File: src/sfe_params.svh
// Constants for the serial flash erase, suspend and resume design
//------------------------------------------------------------------
// Overview of operation
// - 20h erases addressed 4KB sector to FFh
// - 21h and DCh always take 32-bit address
// - 52h erases addressed 32KB block to FFh
// - D8h erases addressed 64KB block
// - C7h or 60h erases whole array
// - Erase needs write enable latch set first
// - Host shifts 24 or 32 address bits
// - Select rises on byte boundary or discard
// - Read status accepted during running erase
// - Busy high for whole erase cycle
// - Finished erase clears write enable latch
// - Protected sector or block erase skipped
// - Chip erase skipped if anything protected
// - 75h pauses sector or block erase
// - Erases and status write refused while paused
// - Erase suspend blocks program opcodes
// - Suspend ignored during chip erase
// - Suspend accepted only when unpaused and busy
// - Paused flag now, busy clears within latency
// - Host waits suspend latency after resume
// - Resume accepted only when paused, not busy
// - Resume clears flag, sets busy, completes
// - Power loss clears paused flag
//------------------------------------------------------------------
`ifndef SFE_PARAMS_SVH
`define SFE_PARAMS_SVH

// Opcodes
`define SFE_OP_WREN     8'h06
`define SFE_OP_WRDI     8'h04
`define SFE_OP_RDSR     8'h05
`define SFE_OP_SE       8'h20
`define SFE_OP_SE4      8'h21
`define SFE_OP_BE32     8'h52
`define SFE_OP_BE64     8'hd8
`define SFE_OP_BE64_4   8'hdc
`define SFE_OP_CE_A     8'hc7
`define SFE_OP_CE_B     8'h60
`define SFE_OP_SUSPEND  8'h75
`define SFE_OP_RESUME   8'h7a

// Status byte fields
`define SFE_SR_BUSY     0
`define SFE_SR_WEL      1
`define SFE_SR_PAUSED   7

// Frame lengths in link bits
`define SFE_BITS_OP     6'd8
`define SFE_BITS_A3     6'd32
`define SFE_BITS_A4     6'd40

// Array geometry: 32 MB, 16 lock regions of 2 MB
`define SFE_ADDR_MSB    24
`define SFE_LOCK_LSB    21
`define SFE_MASK_4K     32'hffff_f000
`define SFE_MASK_32K    32'hffff_8000
`define SFE_MASK_64K    32'hffff_0000

// Timing
`define SFE_CLK_NS      40
`define SFE_SCK_HALF    4'h8

// Controller register offsets and fields
`define SFE_REG_CMD     12'h000
`define SFE_REG_ADDR    12'h004
`define SFE_REG_STATUS  12'h008
`define SFE_CMD_NAB_LSB 8
`define SFE_CMD_RD_BIT  11

`endif

File: src/sfe_pkg.sv
// Types shared by both ends of the serial flash erase link
package sfe_pkg;

	// Kind of self-timed erase
	typedef enum logic [1:0] {
		SFE_K_SECTOR = 2'b00,
		SFE_K_B32    = 2'b01,
		SFE_K_B64    = 2'b10,
		SFE_K_CHIP   = 2'b11
	} sfe_kind_t;

	// Controller sequencer states
	typedef enum logic [1:0] {
		SFE_H_IDLE  = 2'b00,
		SFE_H_SETUP = 2'b01,
		SFE_H_SHIFT = 2'b10,
		SFE_H_END   = 2'b11
	} sfe_hstate_t;

endpackage : sfe_pkg

File: src/sfe_link_if.sv
// Serial link between the controller and the flash
`timescale 1ns/100ps

interface sfe_link_if;
	logic cs_n;
	logic sck;
	logic mosi;
	logic miso;

	modport dev (
		input  cs_n,
		input  sck,
		input  mosi,
		output miso
	);

	modport host (
		output cs_n,
		output sck,
		output mosi,
		input  miso
	);
endinterface : sfe_link_if

File: src/sfe_device.sv
// Flash end: erase command decode, self-timed erase, suspend and resume
//
// Implementation choices: the register offsets and the APB register port.
`timescale 1ns/100ps
`include "sfe_params.svh"

module sfe_device #(
	parameter int T_SECTOR_US  = 400,
	parameter int T_B32_US     = 1200,
	parameter int T_B64_US     = 1600,
	parameter int T_CHIP_US    = 8000,
	parameter int T_SUSPEND_US = 20
) (
	input  wire logic                pclk,
	input  wire logic                presetn,
	sfe_link_if.dev                  link,
	input  wire logic                addr4_mode,
	input  wire logic                protect_complement,
	input  wire logic                protect_top_bottom,
	input  wire logic                protect_range_bit3,
	input  wire logic                protect_range_bit2,
	input  wire logic                protect_range_bit1,
	input  wire logic                protect_range_bit0,
	input  wire logic [15:0]         region_lock,
	output logic                     busy,
	output logic                     write_enable_latch,
	output logic                     paused_flag,
	output logic                     erase_done,
	output sfe_pkg::sfe_kind_t       erase_kind,
	output logic [31:0]              erase_base
);

	//------------------------------------------------------------------
	// Derived cycle counts
	//------------------------------------------------------------------
	localparam int CYC_US       = 1000 / `SFE_CLK_NS;
	localparam int SECTOR_CYC   = T_SECTOR_US * CYC_US;
	localparam int B32_CYC      = T_B32_US * CYC_US;
	localparam int B64_CYC      = T_B64_US * CYC_US;
	localparam int CHIP_CYC     = T_CHIP_US * CYC_US;
	localparam int SUSPEND_CYC  = T_SUSPEND_US * CYC_US;

	//------------------------------------------------------------------
	// Link synchronisers
	//------------------------------------------------------------------
	logic [2:0] sck_sync_q;
	logic [1:0] cs_sync_q;
	logic       cs_prev_q;
	logic [1:0] mosi_sync_q;

	// Two flops per pin, a third on clock and select for edges
	always_ff @(posedge pclk or negedge presetn) begin
		if (!presetn) begin
			sck_sync_q  <= 3'h0;
			cs_sync_q   <= 2'h3;
			cs_prev_q   <= 1'b1;
			mosi_sync_q <= 2'h0;
		end else begin
			sck_sync_q  <= {sck_sync_q[1:0], link.sck};
			cs_sync_q   <= {cs_sync_q[0], link.cs_n};
			cs_prev_q   <= cs_sync_q[1];
			mosi_sync_q <= {mosi_sync_q[0], link.mosi};
		end
	end

	logic sck_rise;
	logic sck_fall;
	logic frame_on;
	logic frame_end;
	logic frame_start;

	assign sck_rise    = sck_sync_q[1] & ~sck_sync_q[2];
	assign sck_fall    = ~sck_sync_q[1] & sck_sync_q[2];
	assign frame_on    = ~cs_sync_q[1];
	assign frame_end   = cs_sync_q[1] & ~cs_prev_q;
	assign frame_start = ~cs_sync_q[1] & cs_prev_q;

	//------------------------------------------------------------------
	// Frame shifter
	//------------------------------------------------------------------
	logic [39:0] shift_q;
	logic [5:0]  bits_q;
	logic        ovf_q;

	// Count and collect bits on each rising link clock
	always_ff @(posedge pclk or negedge presetn) begin
		if (!presetn) begin
			shift_q <= 40'h0;
			bits_q  <= 6'h0;
			ovf_q   <= 1'b0;
		end else if (frame_start) begin
			bits_q <= 6'h0;
			ovf_q  <= 1'b0;
		end else if (frame_on && sck_rise) begin
			shift_q <= {shift_q[38:0], mosi_sync_q[1]};
			if (bits_q == 6'h3f)
				ovf_q <= 1'b1;
			else
				bits_q <= bits_q + 6'h1;
		end
	end

	// Opcode sits in different places depending on frame length
	logic [7:0]  opcode;
	logic [31:0] addr;
	logic [5:0]  need_bits;
	logic        is_erase;
	sfe_pkg::sfe_kind_t kind;

	always_comb begin
		opcode    = shift_q[7:0];
		addr      = 32'h0;
		need_bits = `SFE_BITS_OP;
		is_erase  = 1'b0;
		kind      = sfe_pkg::SFE_K_CHIP;
		if (bits_q == `SFE_BITS_A4) begin
			opcode = shift_q[39:32];
			addr   = shift_q[31:0];
		end else if (bits_q == `SFE_BITS_A3) begin
			opcode = shift_q[31:24];
			addr   = {8'h00, shift_q[23:0]};
		end
		case (opcode)
			`SFE_OP_SE, `SFE_OP_BE32, `SFE_OP_BE64: begin
				need_bits = addr4_mode ? `SFE_BITS_A4 : `SFE_BITS_A3;
				is_erase  = 1'b1;
			end
			`SFE_OP_SE4, `SFE_OP_BE64_4: begin
				need_bits = `SFE_BITS_A4;
				is_erase  = 1'b1;
			end
			`SFE_OP_CE_A, `SFE_OP_CE_B: begin
				is_erase = 1'b1;
			end
			// Status write and program opcodes never act, paused or not
			default: begin
				need_bits = `SFE_BITS_OP;
			end
		endcase
		case (opcode)
			`SFE_OP_SE, `SFE_OP_SE4: kind = sfe_pkg::SFE_K_SECTOR;
			`SFE_OP_BE32:            kind = sfe_pkg::SFE_K_B32;
			`SFE_OP_BE64, `SFE_OP_BE64_4: kind = sfe_pkg::SFE_K_B64;
			default:                 kind = sfe_pkg::SFE_K_CHIP;
		endcase
	end

	// Complete frame: select rose exactly after the last full byte
	logic cmd_ok;
	assign cmd_ok = frame_end && !ovf_q && (bits_q == need_bits);

	//------------------------------------------------------------------
	// Protection
	//------------------------------------------------------------------
	logic [3:0] prot_range;
	logic       range_hit;
	logic       target_prot;
	logic       any_prot;

	// Range from the half chosen by top/bottom, inverted by complement
	always_comb begin
		prot_range  = {protect_range_bit3, protect_range_bit2,
			protect_range_bit1, protect_range_bit0};
		range_hit   = (|prot_range) &
			(protect_top_bottom ? ~addr[`SFE_ADDR_MSB] : addr[`SFE_ADDR_MSB]);
		target_prot = (range_hit ^ protect_complement)
			| region_lock[addr[`SFE_ADDR_MSB:`SFE_LOCK_LSB]];
		any_prot    = (|prot_range) | protect_complement | (|region_lock);
	end

	logic blocked;
	assign blocked = (kind == sfe_pkg::SFE_K_CHIP) ? any_prot : target_prot;

	//------------------------------------------------------------------
	// Erase engine
	//------------------------------------------------------------------
	logic [31:0] remain_q;
	logic [31:0] sus_cnt_q;
	logic        suspending_q;
	logic [31:0] load_cyc;
	logic [31:0] load_mask;

	always_comb begin
		case (kind)
			sfe_pkg::SFE_K_SECTOR: begin
				load_cyc  = 32'(SECTOR_CYC);
				load_mask = `SFE_MASK_4K;
			end
			sfe_pkg::SFE_K_B32: begin
				load_cyc  = 32'(B32_CYC);
				load_mask = `SFE_MASK_32K;
			end
			sfe_pkg::SFE_K_B64: begin
				load_cyc  = 32'(B64_CYC);
				load_mask = `SFE_MASK_64K;
			end
			default: begin
				load_cyc  = 32'(CHIP_CYC);
				load_mask = 32'h0;
			end
		endcase
	end

	logic do_erase;
	logic do_suspend;
	logic do_resume;
	logic finish;

	assign do_erase   = cmd_ok && is_erase && !busy && !paused_flag
		&& write_enable_latch && !blocked;
	assign do_suspend = cmd_ok && (opcode == `SFE_OP_SUSPEND) && busy && !paused_flag
		&& (erase_kind != sfe_pkg::SFE_K_CHIP);
	assign do_resume  = cmd_ok && (opcode == `SFE_OP_RESUME) && paused_flag && !busy;
	assign finish     = busy && !paused_flag && (remain_q == 32'h1);

	// Busy, paused flag, time left; reset clears the pause as power loss does
	always_ff @(posedge pclk or negedge presetn) begin
		if (!presetn) begin
			busy         <= 1'b0;
			paused_flag  <= 1'b0;
			remain_q     <= 32'h0;
			sus_cnt_q    <= 32'h0;
			suspending_q <= 1'b0;
		end else if (do_erase) begin
			busy     <= 1'b1;
			remain_q <= load_cyc;
		end else if (do_suspend) begin
			paused_flag  <= 1'b1;
			suspending_q <= 1'b1;
			sus_cnt_q    <= 32'(SUSPEND_CYC);
		end else if (suspending_q) begin
			if (sus_cnt_q <= 32'h1) begin
				busy         <= 1'b0;
				suspending_q <= 1'b0;
			end else begin
				sus_cnt_q <= sus_cnt_q - 32'h1;
			end
		end else if (do_resume) begin
			paused_flag <= 1'b0;
			busy        <= 1'b1;
		end else if (finish) begin
			busy     <= 1'b0;
			remain_q <= 32'h0;
		end else if (busy && !paused_flag) begin
			remain_q <= remain_q - 32'h1;
		end
	end

	// Target and kind held through a pause
	always_ff @(posedge pclk or negedge presetn) begin
		if (!presetn) begin
			erase_kind <= sfe_pkg::SFE_K_SECTOR;
			erase_base <= 32'h0;
		end else if (do_erase) begin
			erase_kind <= kind;
			erase_base <= addr & load_mask;
		end
	end

	// One-cycle pulse when the array region has been set to FFh
	always_ff @(posedge pclk or negedge presetn) begin
		if (!presetn)
			erase_done <= 1'b0;
		else
			erase_done <= finish;
	end

	// Write enable latch
	always_ff @(posedge pclk or negedge presetn) begin
		if (!presetn)
			write_enable_latch <= 1'b0;
		else if (finish)
			write_enable_latch <= 1'b0;
		else if (cmd_ok && opcode == `SFE_OP_WREN && !busy)
			write_enable_latch <= 1'b1;
		else if (cmd_ok && opcode == `SFE_OP_WRDI && !busy)
			write_enable_latch <= 1'b0;
	end

	//------------------------------------------------------------------
	// Status read-out
	//------------------------------------------------------------------
	logic [7:0] status_byte;
	logic [7:0] sr_shift_q;
	logic       miso_q;

	always_comb begin
		status_byte                 = 8'h00;
		status_byte[`SFE_SR_BUSY]   = busy;
		status_byte[`SFE_SR_WEL]    = write_enable_latch;
		status_byte[`SFE_SR_PAUSED] = paused_flag;
	end

	// Status loads after each 05h byte in, then shifts out MSB first on each falling clock, also while busy
	always_ff @(posedge pclk or negedge presetn) begin
		if (!presetn) begin
			sr_shift_q <= 8'h00;
			miso_q     <= 1'b0;
		end else if (frame_on && sck_fall && bits_q >= `SFE_BITS_OP
			&& shift_q[7:0] == `SFE_OP_RDSR && bits_q[2:0] == 3'h0) begin
			miso_q     <= status_byte[7];
			sr_shift_q <= {status_byte[6:0], 1'b0};
		end else if (frame_on && sck_fall && bits_q > `SFE_BITS_OP) begin
			miso_q     <= sr_shift_q[7];
			sr_shift_q <= {sr_shift_q[6:0], 1'b0};
		end
	end

	assign link.miso = miso_q;

endmodule : sfe_device

File: src/flat_wrapper.sv
// flat-port wrapper written by rule: the top's interface ports become plain ports
module sfe_device_flat 
#(
	parameter int T_SECTOR_US  = 400,
	parameter int T_B32_US     = 1200,
	parameter int T_B64_US     = 1600,
	parameter int T_CHIP_US    = 8000,
	parameter int T_SUSPEND_US = 20
)
  (pclk, presetn, addr4_mode, protect_complement, protect_top_bottom, protect_range_bit3, protect_range_bit2, protect_range_bit1, protect_range_bit0, region_lock, busy, write_enable_latch, paused_flag, erase_done, erase_kind, erase_base, link_cs_n, link_sck, link_mosi, link_miso);
  sfe_link_if link_i ();
  input  wire logic pclk;
  input  wire logic presetn;
  input  wire logic addr4_mode;
  input  wire logic protect_complement;
  input  wire logic protect_top_bottom;
  input  wire logic protect_range_bit3;
  input  wire logic protect_range_bit2;
  input  wire logic protect_range_bit1;
  input  wire logic protect_range_bit0;
  input  wire logic [15:0] region_lock;
  output logic busy;
  output logic write_enable_latch;
  output logic paused_flag;
  output logic erase_done;
  output sfe_pkg::sfe_kind_t erase_kind;
  output logic [31:0] erase_base;
  input wire logic [$bits(link_i.cs_n)-1:0] link_cs_n;
  input wire logic [$bits(link_i.sck)-1:0] link_sck;
  input wire logic [$bits(link_i.mosi)-1:0] link_mosi;
  output wire logic [$bits(link_i.miso)-1:0] link_miso;
  assign link_i.cs_n = link_cs_n;
  assign link_i.sck = link_sck;
  assign link_i.mosi = link_mosi;
  assign link_miso = link_i.miso;
  sfe_device #(.T_SECTOR_US(T_SECTOR_US), .T_B32_US(T_B32_US), .T_B64_US(T_B64_US), .T_CHIP_US(T_CHIP_US), .T_SUSPEND_US(T_SUSPEND_US)) u_core (.pclk(pclk), .presetn(presetn), .link(link_i), .addr4_mode(addr4_mode), .protect_complement(protect_complement), .protect_top_bottom(protect_top_bottom), .protect_range_bit3(protect_range_bit3), .protect_range_bit2(protect_range_bit2), .protect_range_bit1(protect_range_bit1), .protect_range_bit0(protect_range_bit0), .region_lock(region_lock), .busy(busy), .write_enable_latch(write_enable_latch), .paused_flag(paused_flag), .erase_done(erase_done), .erase_kind(erase_kind), .erase_base(erase_base));
endmodule
File: config.mk
export PLATFORM = sky130hd
export DESIGN_NAME = sfe_device_flat
export DESIGN_NICKNAME = d
export VERILOG_FILES = /design/src/sfe_pkg.sv /design/src/sfe_link_if.sv /design/src/sfe_device.sv /design/src/flat_wrapper.sv
export VERILOG_INCLUDE_DIRS = /design/src
export SDC_FILE = /design/constraint.sdc
export NUM_CORES = 1
export LEC_CHECK = 0
export ABC_AREA = 1
export ABC_CLOCK_PERIOD_IN_PS = 3700
export BUFFER_PORTS_ARGS = -buffer_cell sky130_fd_sc_hd__clkbuf_2
export CORE_MARGIN = 8
export CORE_UTILIZATION = 46
export DETAILED_ROUTE_END_ITERATION = 10
export GPL_TIMING_DRIVEN = 0
export PLACE_DENSITY = 0.68
export SETUP_SLACK_MARGIN = 0.2
export SYNTH_ARGS = -nofsm -noshare
export SYNTH_HDL_FRONTEND = slang
export SYNTH_SLANG_ARGS = --single-unit
File: constraint.sdc
create_clock -name pclk -period 3.7 [get_ports pclk]
set_input_delay 0.74 -clock pclk [delete_from_list [all_inputs] [get_ports pclk]]
set_output_delay 0.74 -clock pclk [all_outputs]
set_load 0.03 [all_outputs]
# --- Word level (Yosys, flattened, before mapping) ---
# Index checks and enable logic that the tools add are counted.
word_totals:
  ff_bits: 167
  latchBits: 0
  ram_bits: 0
  romBits: 0
  output_inout_bits: 39
  mem_count: 0
classes:
  add_sub_neg: 3
  multipliers: 0
  n_div: 0
  order_cmp: 4
  eq_ne: 28
  shifts: 0
  n_mux: 48
  n_bitwise: 17
  n_reduce_logical: 54
ops:
  columns: ["operator", "n"]
  rows:
  - ["2-to-1 mux 32 bit", 10]
  - ["case mux 32 bit (3 select lines)", 1]
  - ["subtractor 32 x 1 -> 32 bit, second input constant", 2]
  - ["case mux 18 bit (3 select lines)", 1]
  - ["AND 32 bit", 1]
  - ["equality test 32 x 1 -> 1 bit, second input constant", 1]
  - ["equality test 8 x 7 -> 1 bit, second input constant", 4]
  - ["less-or-equal comparator 32 x 1 -> 1 bit, second input constant", 1]
  - ["2-to-1 mux 8 bit", 4]
  - ["logical AND 1 bit", 26]
  - ["equality test 8 x 3 -> 1 bit, second input constant", 3]
  - ["equality test 8 bit, second input constant", 3]
  - ["2-to-1 mux 1 bit", 24]
  - ["2-to-1 mux 24 bit", 1]
  - ["equality test 6 bit, second input constant", 3]
  - ["2-to-1 mux 6 bit", 3]
  - ["equality test 8 x 6 -> 1 bit, second input constant", 2]
  - ["OR reduction 16 bit", 1]
  - ["case mux 6 bit (2 select lines)", 1]
  - ["nonzero test 2 bit", 5]
  - ["AND reduction 3 bit", 3]
  - ["!= test 2 x 1 -> 1 bit, second input constant", 4]
  - ["NOT 1 bit", 7]
  - ["OR reduction 7 bit", 1]
  - ["25 further kinds", 42]

# --- Depth between registers and ports, before layout ---
# Gate-level depths: netlist of the first run.
depth:
  depth_word: 15
  mapped_depth: 25
  mapped_depth_nobuf: 24

# --- Worst setup path after synthesis of the first run ---
# Ideal clock, no wire load.
synth_path:
  path_kind: "reg-to-reg"
  start: "register u_core.bits_q[0]"
  end: "register u_core.remain_q[20]"
  setup_ns: 0.134
  t_arrival_ns: 2.853
  path_slack_ns: 0.713
  stages_incl_launch_ff: 26
  period_less_slack_ns: 2.987
  path_cell_list: "dfrtp_1 -> inv_1 -> ha_1 -> buf_4 -> inv_2 -> nor2_2 -> nand2_4 -> nand2_1 -> nand2_1 -> nor2_4 -> nand2_2 -> inv_2 -> nand2_1 -> nor2_2 -> inv_1 -> ha_1 -> nand3_1 -> buf_4 -> nor2_1 -> nor2_2 -> nand2_4 -> nand2_2 -> inv_2 -> buf_4 -> nand2_1 -> o31ai_1"
synth_via:
  elab_chain_len: 15
  word_cells_on_any_way: 53
  cone_classes: "eq/ne: 16; mux: 12; bitwise: 4; reduce/logical: 21"
synth_rtl:
  columns: ["item", "line_no", "source"]
  rows:
  - ["start, declared", "sfe_device.sv:82", "logic [5:0] bits_q;"]
  - ["start signal, assigned", "sfe_device.sv:99", "bits_q <= bits_q + 6'h1;"]
  - ["equality test 6 bit (no source line)", null, null]
  - ["2-to-1 mux 8 bit", "sfe_device.sv:119", "end else if (bits_q == `SFE_BITS_A3) begin"]
  - ["2-to-1 mux 8 bit", "sfe_device.sv:116", "if (bits_q == `SFE_BITS_A4) begin"]
  - ["equality test 8 x 6 -> 1 bit (tied with other cells)", "sfe_device.sv:123, sfe_device.sv:140", null]
  - ["OR reduction 3 bit or OR reduction 2 bit (tied branches)", null, null]
  - ["case mux 6 bit (2 select lines)", "sfe_device.sv:123", "case (opcode)"]
  - ["equality test 6 bit", "sfe_device.sv:150", "assign cmd_ok = frame_end && !ovf_q && (bits_q == need_bits);"]
  - ["logical AND 1 bit", "sfe_device.sv:150", null]
  - ["logical AND 1 bit (3 in series)", "sfe_device.sv:209", "assign do_erase = cmd_ok && is_erase && !busy && !paused_flag"]
  - ["logical AND 1 bit (2 in series)", "sfe_device.sv:210", "&& write_enable_latch && !blocked;"]
  - ["!= test 2 bit (no source line) (tied with other cells)", null, null]
  - ["AND reduction 4 bit (no source line)", null, null]
  - ["end signal, assigned", "sfe_device.sv:226", "remain_q <= load_cyc;"]
  - ["end signal, assigned", "sfe_device.sv:245", "remain_q <= remain_q - 32'h1;"]
  - ["end, declared", "sfe_device.sv:177", "logic [31:0] remain_q;"]
# Several ways; a longest one is shown, not always the timed one. The select of a mux whose other input is x is not followed.
# A chain may end at the register's enable or synchronous reset.

# --- Worst setup path after layout of the first run ---
layout_path:
  start: "register u_core.bits_q[1]"
  end: "register u_core.remain_q[19]"
# Same word-level chain as after synthesis.

==> results of run 1 <==
metrics by stage:
| stage | util [%] | setup WS [ns] | TNS [ns] |
|---|---|---|---|
| floorplan | - | 0.7130 | 0 |
| global placement | 50.44 | -0.8959 | -132.76 |
| detailed placement | 50.63 | -0.01943 | -0.03022 |
| CTS | 54.29 | 0.1848 | 0 |
| global route | 55.16 | 0.1882 | 0 |
| finish | 55.16 | 0.4060 | 0 |
layer usage:
metal  GRT usage, %  vias up  part of all wire (%)
met5              0        -                     0
li1               -     4092                     -
met4          7.420        0                   2.0
met2          33.34      182                    48
met1          26.04     3771                    46
met3          3.650       35                   4.4
synth_stat cells, drive strengths merged:
| library cell | n |
|---|---|
| nor4 | 13 |
| clkbuf | 17 |
| nor3 | 24 |
| a2111oi | 2 |
| nand2 | 276 |
| o221ai | 1 |
| nand4 | 36 |
| nand3 | 113 |
| inv | 180 |
| o22ai | 3 |
| o21bai | 1 |
| o211ai | 4 |
| ha | 10 |
| buf | 31 |
| nand3b | 4 |
| nor2 | 196 |
| o31ai | 7 |
| conb | 1 |
| o21ai | 99 |
| xnor2 | 7 |
| dfstp | 3 |
| xor2 | 17 |
| or2 | 2 |
| dfrtp | 151 |
| a221oi | 1 |
| or4 | 1 |
| a21oi | 23 |
power by group:
part / internal [mW] / switching (mW) / leakage [nW]
sequential: 1.81 / 0.101 / 1.84
clock: 0.984 / 0.862 / 0.306
combinational: 0.172 / 0.328 / 3.08
state kept, by name, summed over array words and instances (netlist names):
register                   flops
u_core.erase_done              1
u_core.ovf_q                   1
u_core.sus_cnt_q              32
u_core.sck_sync_q              3
u_core.bits_q                  6
u_core.remain_q               32
u_core.mosi_sync_q             2
u_core.busy                    1
u_core.erase_base             20
u_core.shift_q                40
u_core.paused_flag             1
u_core.erase_kind              2
u_core.sr_shift_q              7
u_core.cs_sync_q               2
u_core.cs_prev_q               1
u_core.write_enable_latch      1
u_core.link.miso               1
u_core.suspending_q            1
worst paths after layout:
check | startpoint | end | slack [ns] | depth (start not counted)
setup / recovery | u_core.bits_q[1] | u_core.remain_q[19] | 0.41 | 22
hold / removal | presetn | u_core.remain_q[26] | 0.29 | 1
setup reg to reg | u_core.bits_q[1] | u_core.remain_q[19] | 0.41 | 22
hold reg to reg | u_core.sck_sync_q[0] | u_core.sck_sync_q[1] | 0.35 | 0
max in group asynchronous | presetn | u_core.cs_sync_q[0] | 2.56 | 2
min in group pclk | u_core.sck_sync_q[0] | u_core.sck_sync_q[1] | 0.35 | 0
repair_timing:
item                                    in CTS  in global routing
endpoints found under the hold margin        0                  0
endpoints found under the setup margin      87                 89
setup buffers                                2                 11
pin swaps                                    2                 12
resized for setup                           14                 26
cloned                                       1                  1
kinds of logic after synthesis:
| kind of cell | synth area share (%) |
|---|---|
| and+or+nand+nor | 33.17 |
| DFF | 43.53 |
| xor gates and xnor gates | 2.372 |
| adders and majority gates | 1.412 |
| other | 0.04232 |
| buffers and inverters | 10.90 |
| AOI/OAI and AO/OA | 8.571 |
final cells by class:
type / count / area (um2)
Sequential cell: 154 / 3857
Timing Repair Buffer: 69 / 409.1
Tap cell: 260 / 325.3
Clock inverter: 15 / 197.7
Clock buffer: 17 / 425.4
Multi-Input combinational cell: 853 / 4165
Fill cell: 1767 / 8443
Buffer: 48 / 331.6
Inverter: 180 / 675.6
critical path: stages, from the launching register on:
cell     delay, ns
dfrtp_1       0.39
inv_1         0.10
ha_2          0.20
buf_6         0.14
nand2_1       0.08
nor2_1        0.25
buf_2         0.29
nand2_1       0.17
inv_1         0.15
nand3_1       0.09
nand2_1       0.06
nand2_1       0.05
nand3_1       0.08
nand3_1       0.15
nand2_2       0.15
nand3_2       0.09
nor2_4        0.16
nand2_4       0.10
nand2_4       0.12
inv_2         0.04
buf_4         0.17
nand2_1       0.07
o31ai_1       0.06
==> metrics.md, run 1 <==
| Metric | Value |
|---|---|
| Remaining antenna violation count | 0 |
| Final Hold Vio Count | 0 |
| Worst min path class | in -> async |
| Syn avg cell area | 7.245 um2 |
| Clock Latency Late Sink | ~0.44 ns |
| DRT Wirelength | 23,410 um |
| Tightest Pin Transition | between 0.6 and 0.7 ns |
| Site row count | 50 |
| Die Area | ~0.024 mm2 |
| GRT Total Usage | between 20 and 25% |
| Crit-path max FO | 10 |
| Remaining global-route overflow | 0 |
| Hold_ws | around 0.29 ns |
| Setup Viol. Count Final | 0 |
| Vias in the first global route | slightly below 8,000 |
| Commonest non-fill, non-tap cell in the layout | nand2_1 |
| Die X | roughly 150 um |
| CP required | approximately 4.0 ns |
| Total CTS buffers | 17 |
| Crit start category | flip-flop |
| Max Freq | between 300 and 400 MHz |
| Synth warn | 0 |
| Core ar. | 0.01883 mm2 |
| Syn Std Cell Area | slightly below 0.009 mm2 |
| Hold-fix buffers, CTS | 0 |
| Final period util | between 80 and 90% |
| Power per cell area | 409.9 mW/mm2 |
| Relative slew slack | approximately three fifths |
| Max cap viols | 0 |
| Clk sink count | between 150 and 200 |
| Most frequent cells in the layout | 261 x nand2_1, 179 x nor2_1, 173 x inv_1 |
| Nets | around 1,400 |
| CTS Buffer Depth | 2 |
| Number of remaining DRC errors | 0 |
| Io pins | 67 |
| Final slew viol count | 0 |
| WL/cell | 14.67 um |
| Clock transition at path regs | 0.07 ns |
| Crit path DAT | approximately 3.6 ns |
| Fin cells | 1,596 |
| First-pass GRT wire length | between 30,000 and 40,000 um |
| Synth top area share | 42.64% |
| CTS tree | built |
| GPL Wtd Cong | around 0.9 |
| Classification of the worst setup path | reg -> reg |
| Overall power | 4.258 mW |
| Inst Count DP | around 1,500 |
| Largest net degree at the start of global routing | 88 |
| Drt first pass iters | 5 |
| Flops & latches, synth | 154 |
| Final Skew | about 0.012 ns |
| Synth top area cells | dfrtp_1 43%, nand2_1 11%, nor2_1 7.7% |
| DR vias/cell | 5.063 |
| Via Count | approximately 8,100 |
| Count of cell types in the netlist | 37 |
| PortBufs | 54 |
| Setup crit end kind | flip-flop |
| Min Tclk post-route | ~3.3 ns |
| Initial antenna violation count | 0 |
| Root Driver | clkbuf_16 |
| Cells after Synth | ~1,200 |
| RSZ-0062 raised after global routing | no |
| H-tree depth | 4 |
| Seq/Total Area, Yosys | between 40% and 50% |
| Area leader, netlist | dfrtp_1 |
| Share of layout cells above drive strength 1 | approximately 14% |
| Pleak | 5.228 nW |
| Iter 0 DRT Violations | roughly 530 |
| Die H | roughly 150 um |
| Detailed Place HPWL | about 17,000 um |
| Final instance area | 0.01039 mm2 |
| Area after DPL | 0.009534 mm2 |
| # diodes | 0 |
| Status | finished clean |
| Initial Utilization | 47.06% |
| VDD IR max | about 340 uV |
| Area added between synthesis and finish | 17.23% |
Note: power is estimated with default switching activity, not from simulation.
==> run 2, diff against run 1 <==
--- a/config.mk
+++ b/config.mk
@@ -6,7 +6,6 @@
 export SDC_FILE = /design/constraint.sdc
 export NUM_CORES = 1
 export LEC_CHECK = 0
-export ABC_AREA = 1
 export ABC_CLOCK_PERIOD_IN_PS = 3700
 export BUFFER_PORTS_ARGS = -buffer_cell sky130_fd_sc_hd__clkbuf_2
 export CORE_MARGIN = 8
==> run 2 against run 1 <==
Register-to-register slack lost 0.28 ns; highest routed layer unchanged; critical path type unchanged; largest power group is now clock; non-clock buffer count is 33 higher; critical path depth down 11; sequential share of layout area is 0.26 points higher.
==> metrics.md, run 2 <==
| Metric | Value |
|---|---|
| Status | finished clean |
| VDD IR max | approximately 360 uV |
| Share of layout cells above drive strength 1 | about 27% |
| Max Freq | roughly 280 MHz |
| GRT Total Usage | about a fifth |
| Io pins | 67 |
| Nets | ~1,100 |
| Clock transition at path regs | roughly 0.060 ns |
| Final slew viol count | 0 |
| Setup crit end kind | flip-flop |
| Number of synthesized flops with an enable pin | 0 |
| Final instance area | 0.01032 mm2 |
| Total CTS buffers | 17 |
| Most frequent cells in the layout | 149 x dfrtp_1, 85 x nor2_1, 71 x nand2_1 |
| Synth top area cells | dfrtp_1 45%, mux2_2 5.9%, o21ai_0 4.0% |
| Synth cell count leaders | 151 x dfrtp_1, 89 x nor2_1, 72 x nand2_1 |
| GPL Wtd Cong | ~0.9 |
| Root Driver | clkbuf_16 |
| Die H | 151.2 um |
| Final Hold Vio Count | 0 |
| Largest net degree at the start of global routing | 87 |
| Crit start category | flip-flop |
| Syn Std Cell Area | around 0.0084 mm2 |
| Synth top area share | around 45% |
| Final Skew | between 0.009 and 0.01 ns |
| Max cap viols | 0 |
| Drt first pass iters | 8 |
| Setup Viol. Count Final | 0 |
| Biggest register | u_core.shift_q |
| Seq/Total Area, Yosys | 45.87% |
| Initial antenna violation count | 0 |
| Fin util | a little under three fifths |
| Area leader, netlist | dfrtp_1 |
| Dpl ws | -0.5841 ns |
| PortBufs | 54 |
| Setup ws final | roughly 0.13 ns |
| WL/cell | around 18 um |
| # diodes | 0 |
| Number of remaining DRC errors | 0 |
| # fillers | around 1,600 |
| Classification of the worst setup path | reg -> reg |
| Core ar. | 0.01796 mm2 |
| Count of cell types in the netlist | 74 |
| Crit-path max FO | 5 |
| Via Count | roughly 7,500 |
| Crit path DAT | between 3 and 4 ns |
| Top FF cell, synth | dfrtp_1 |
| Iter 0 DRT Violations | between 500 and 600 |
| Post-synth ARST share | 100.0% |
| Max reg flops | 40 |
| DR vias/cell | about 5.9 |
| Die X | 151.2 um |
| Syn avg cell area | roughly 9.3 um2 |
| Clk sink count | 154 |
| Top-count cell post-synth | dfrtp_1 |
| Registers with the most flip-flops | u_core.shift_q: 40 flops, u_core.remain_q: 32 flops, u_core.sus_cnt_q: 32 flops |
| First-pass GRT wire length | 37,870 um |
| CP required | between 4 and 5 ns |
| Commonest non-fill, non-tap cell in the layout | dfrtp_1 |
| Detailed Place HPWL | 16,080 um |
| Remaining global-route overflow | 0 |
| Initial Utilization | a little under half |
| Site row count | 49 |
| Die Area | about 0.023 mm2 |
| CTS tree | built |
| Power per cell area | roughly 380 mW/mm2 |
| DRT Wirelength | 23,350 um |
| Tightest Pin Transition | around 1.2 ns |
| Area after DPL | between 0.009 and 0.01 mm2 |
| Overall power | just under 4 mW |
| Flops & latches, synth | 154 |
| H-tree depth | 4 |
| Pleak | 4.451 nW |
| RSZ-0062 raised after global routing | yes |
| Area added between synthesis and finish | 22.75% |
| Relative slew slack | 22.44% |
| Sum of negative setup slack | 0 ns |
| Synth warn | 0 |
| Clock Latency Late Sink | between 0.4 and 0.5 ns |
| Min Tclk post-route | roughly 3.6 ns |
| Final period util | about 97% |
| Cells after Synth | between 900 and 1,000 |
| CTS Buffer Depth | 2 |
| Hold-fix buffers, CTS | 0 |
| Worst min path class | in -> async |
| Remaining antenna violation count | 0 |
| Vias in the first global route | about 7,200 |
[run 2: routing by layer]
metal | global-route usage [%] | share of wire (%)
met2 | 34.44 | 49
met5 | 0 | 0
met4 | 6.432 | 1.3
met1 | 27.07 | 44
met3 | 4.243 | 5.1
[run 2: where the power goes]
group	total (mW)	switching (mW)	leakage (nW)	internal, mW
clock	1.84	0.735	0.295	1.10
combinational	0.290	0.172	2.19	0.118
sequential	1.77	0.0441	1.96	1.72
total	3.89	0.952	4.45	2.94
[run 2: metrics by stage]
step                hold WS [ns]  std cells
finish                    0.3499       1263
global route              0.3554       1263
CTS                       0.3531       1251
detailed placement        0.3379       1199
global placement          0.3343       1198
floorplan                 0.3312        915
[run 2: repair_timing]
action / CTS / global route
pin swaps: 26 / 29
buffers inserted: 17 / 12
setup endpoints to repair: 88 / 88
cloned: 3 / 0
resized for setup: 83 / 60
[run 2: final cells by class]
class	instances	area, um2	area share, %
Inverter	24	90.09	0.8727
Clock buffer	19	452.9	4.388
Clock inverter	13	170.2	1.648
Multi-Input combinational cell	674	4488	43.48
Sequential cell	154	3860	37.39
Timing Repair Buffer	87	561.8	5.442
Buffer	63	412.9	4.000
Tap cell	229	286.5	2.776
[run 2: worst paths after layout]
kind | start | to | slack [ns] | depth (start not counted)
worst min-delay path | presetn | u_core.erase_done | 0.35 | 1
worst max-delay path | u_core.sus_cnt_q[5] | u_core.sus_cnt_q[8] | 0.13 | 11
min in group pclk | u_core.sck_sync_q[0] | u_core.sck_sync_q[1] | 0.35 | 0
worst min register to register | u_core.sck_sync_q[0] | u_core.sck_sync_q[1] | 0.35 | 0
worst max register to register | u_core.sus_cnt_q[5] | u_core.sus_cnt_q[8] | 0.13 | 11
max in group asynchronous | presetn | u_core.sr_shift_q[1] | 2.55 | 2
[run 2: kinds of logic after synthesis]
logic type,Yosys count,share of synthesized area [%]
buffers and inverters,87,4.657
adders and majority gates,10,1.488
xor gates and xnor gates,9,0.9373
and+or+nand+nor,381,24.00
DFF,154,45.87
muxes,58,7.707
AOI/OAI and AO/OA,204,15.30
other,1,0.04459
[run 2: critical path: stages (launching register included)]
cell and delay (ns):
dfrtp_1 0.38, or4_4 0.57, nor4_4 0.22, or3b_4 0.44, or3_4 0.34, buf_6 0.12, or4_4 0.42, o31a_1 0.31
buf_6 0.15, nand4b_1 0.12, nor3_2 0.05, or3b_1 0.34
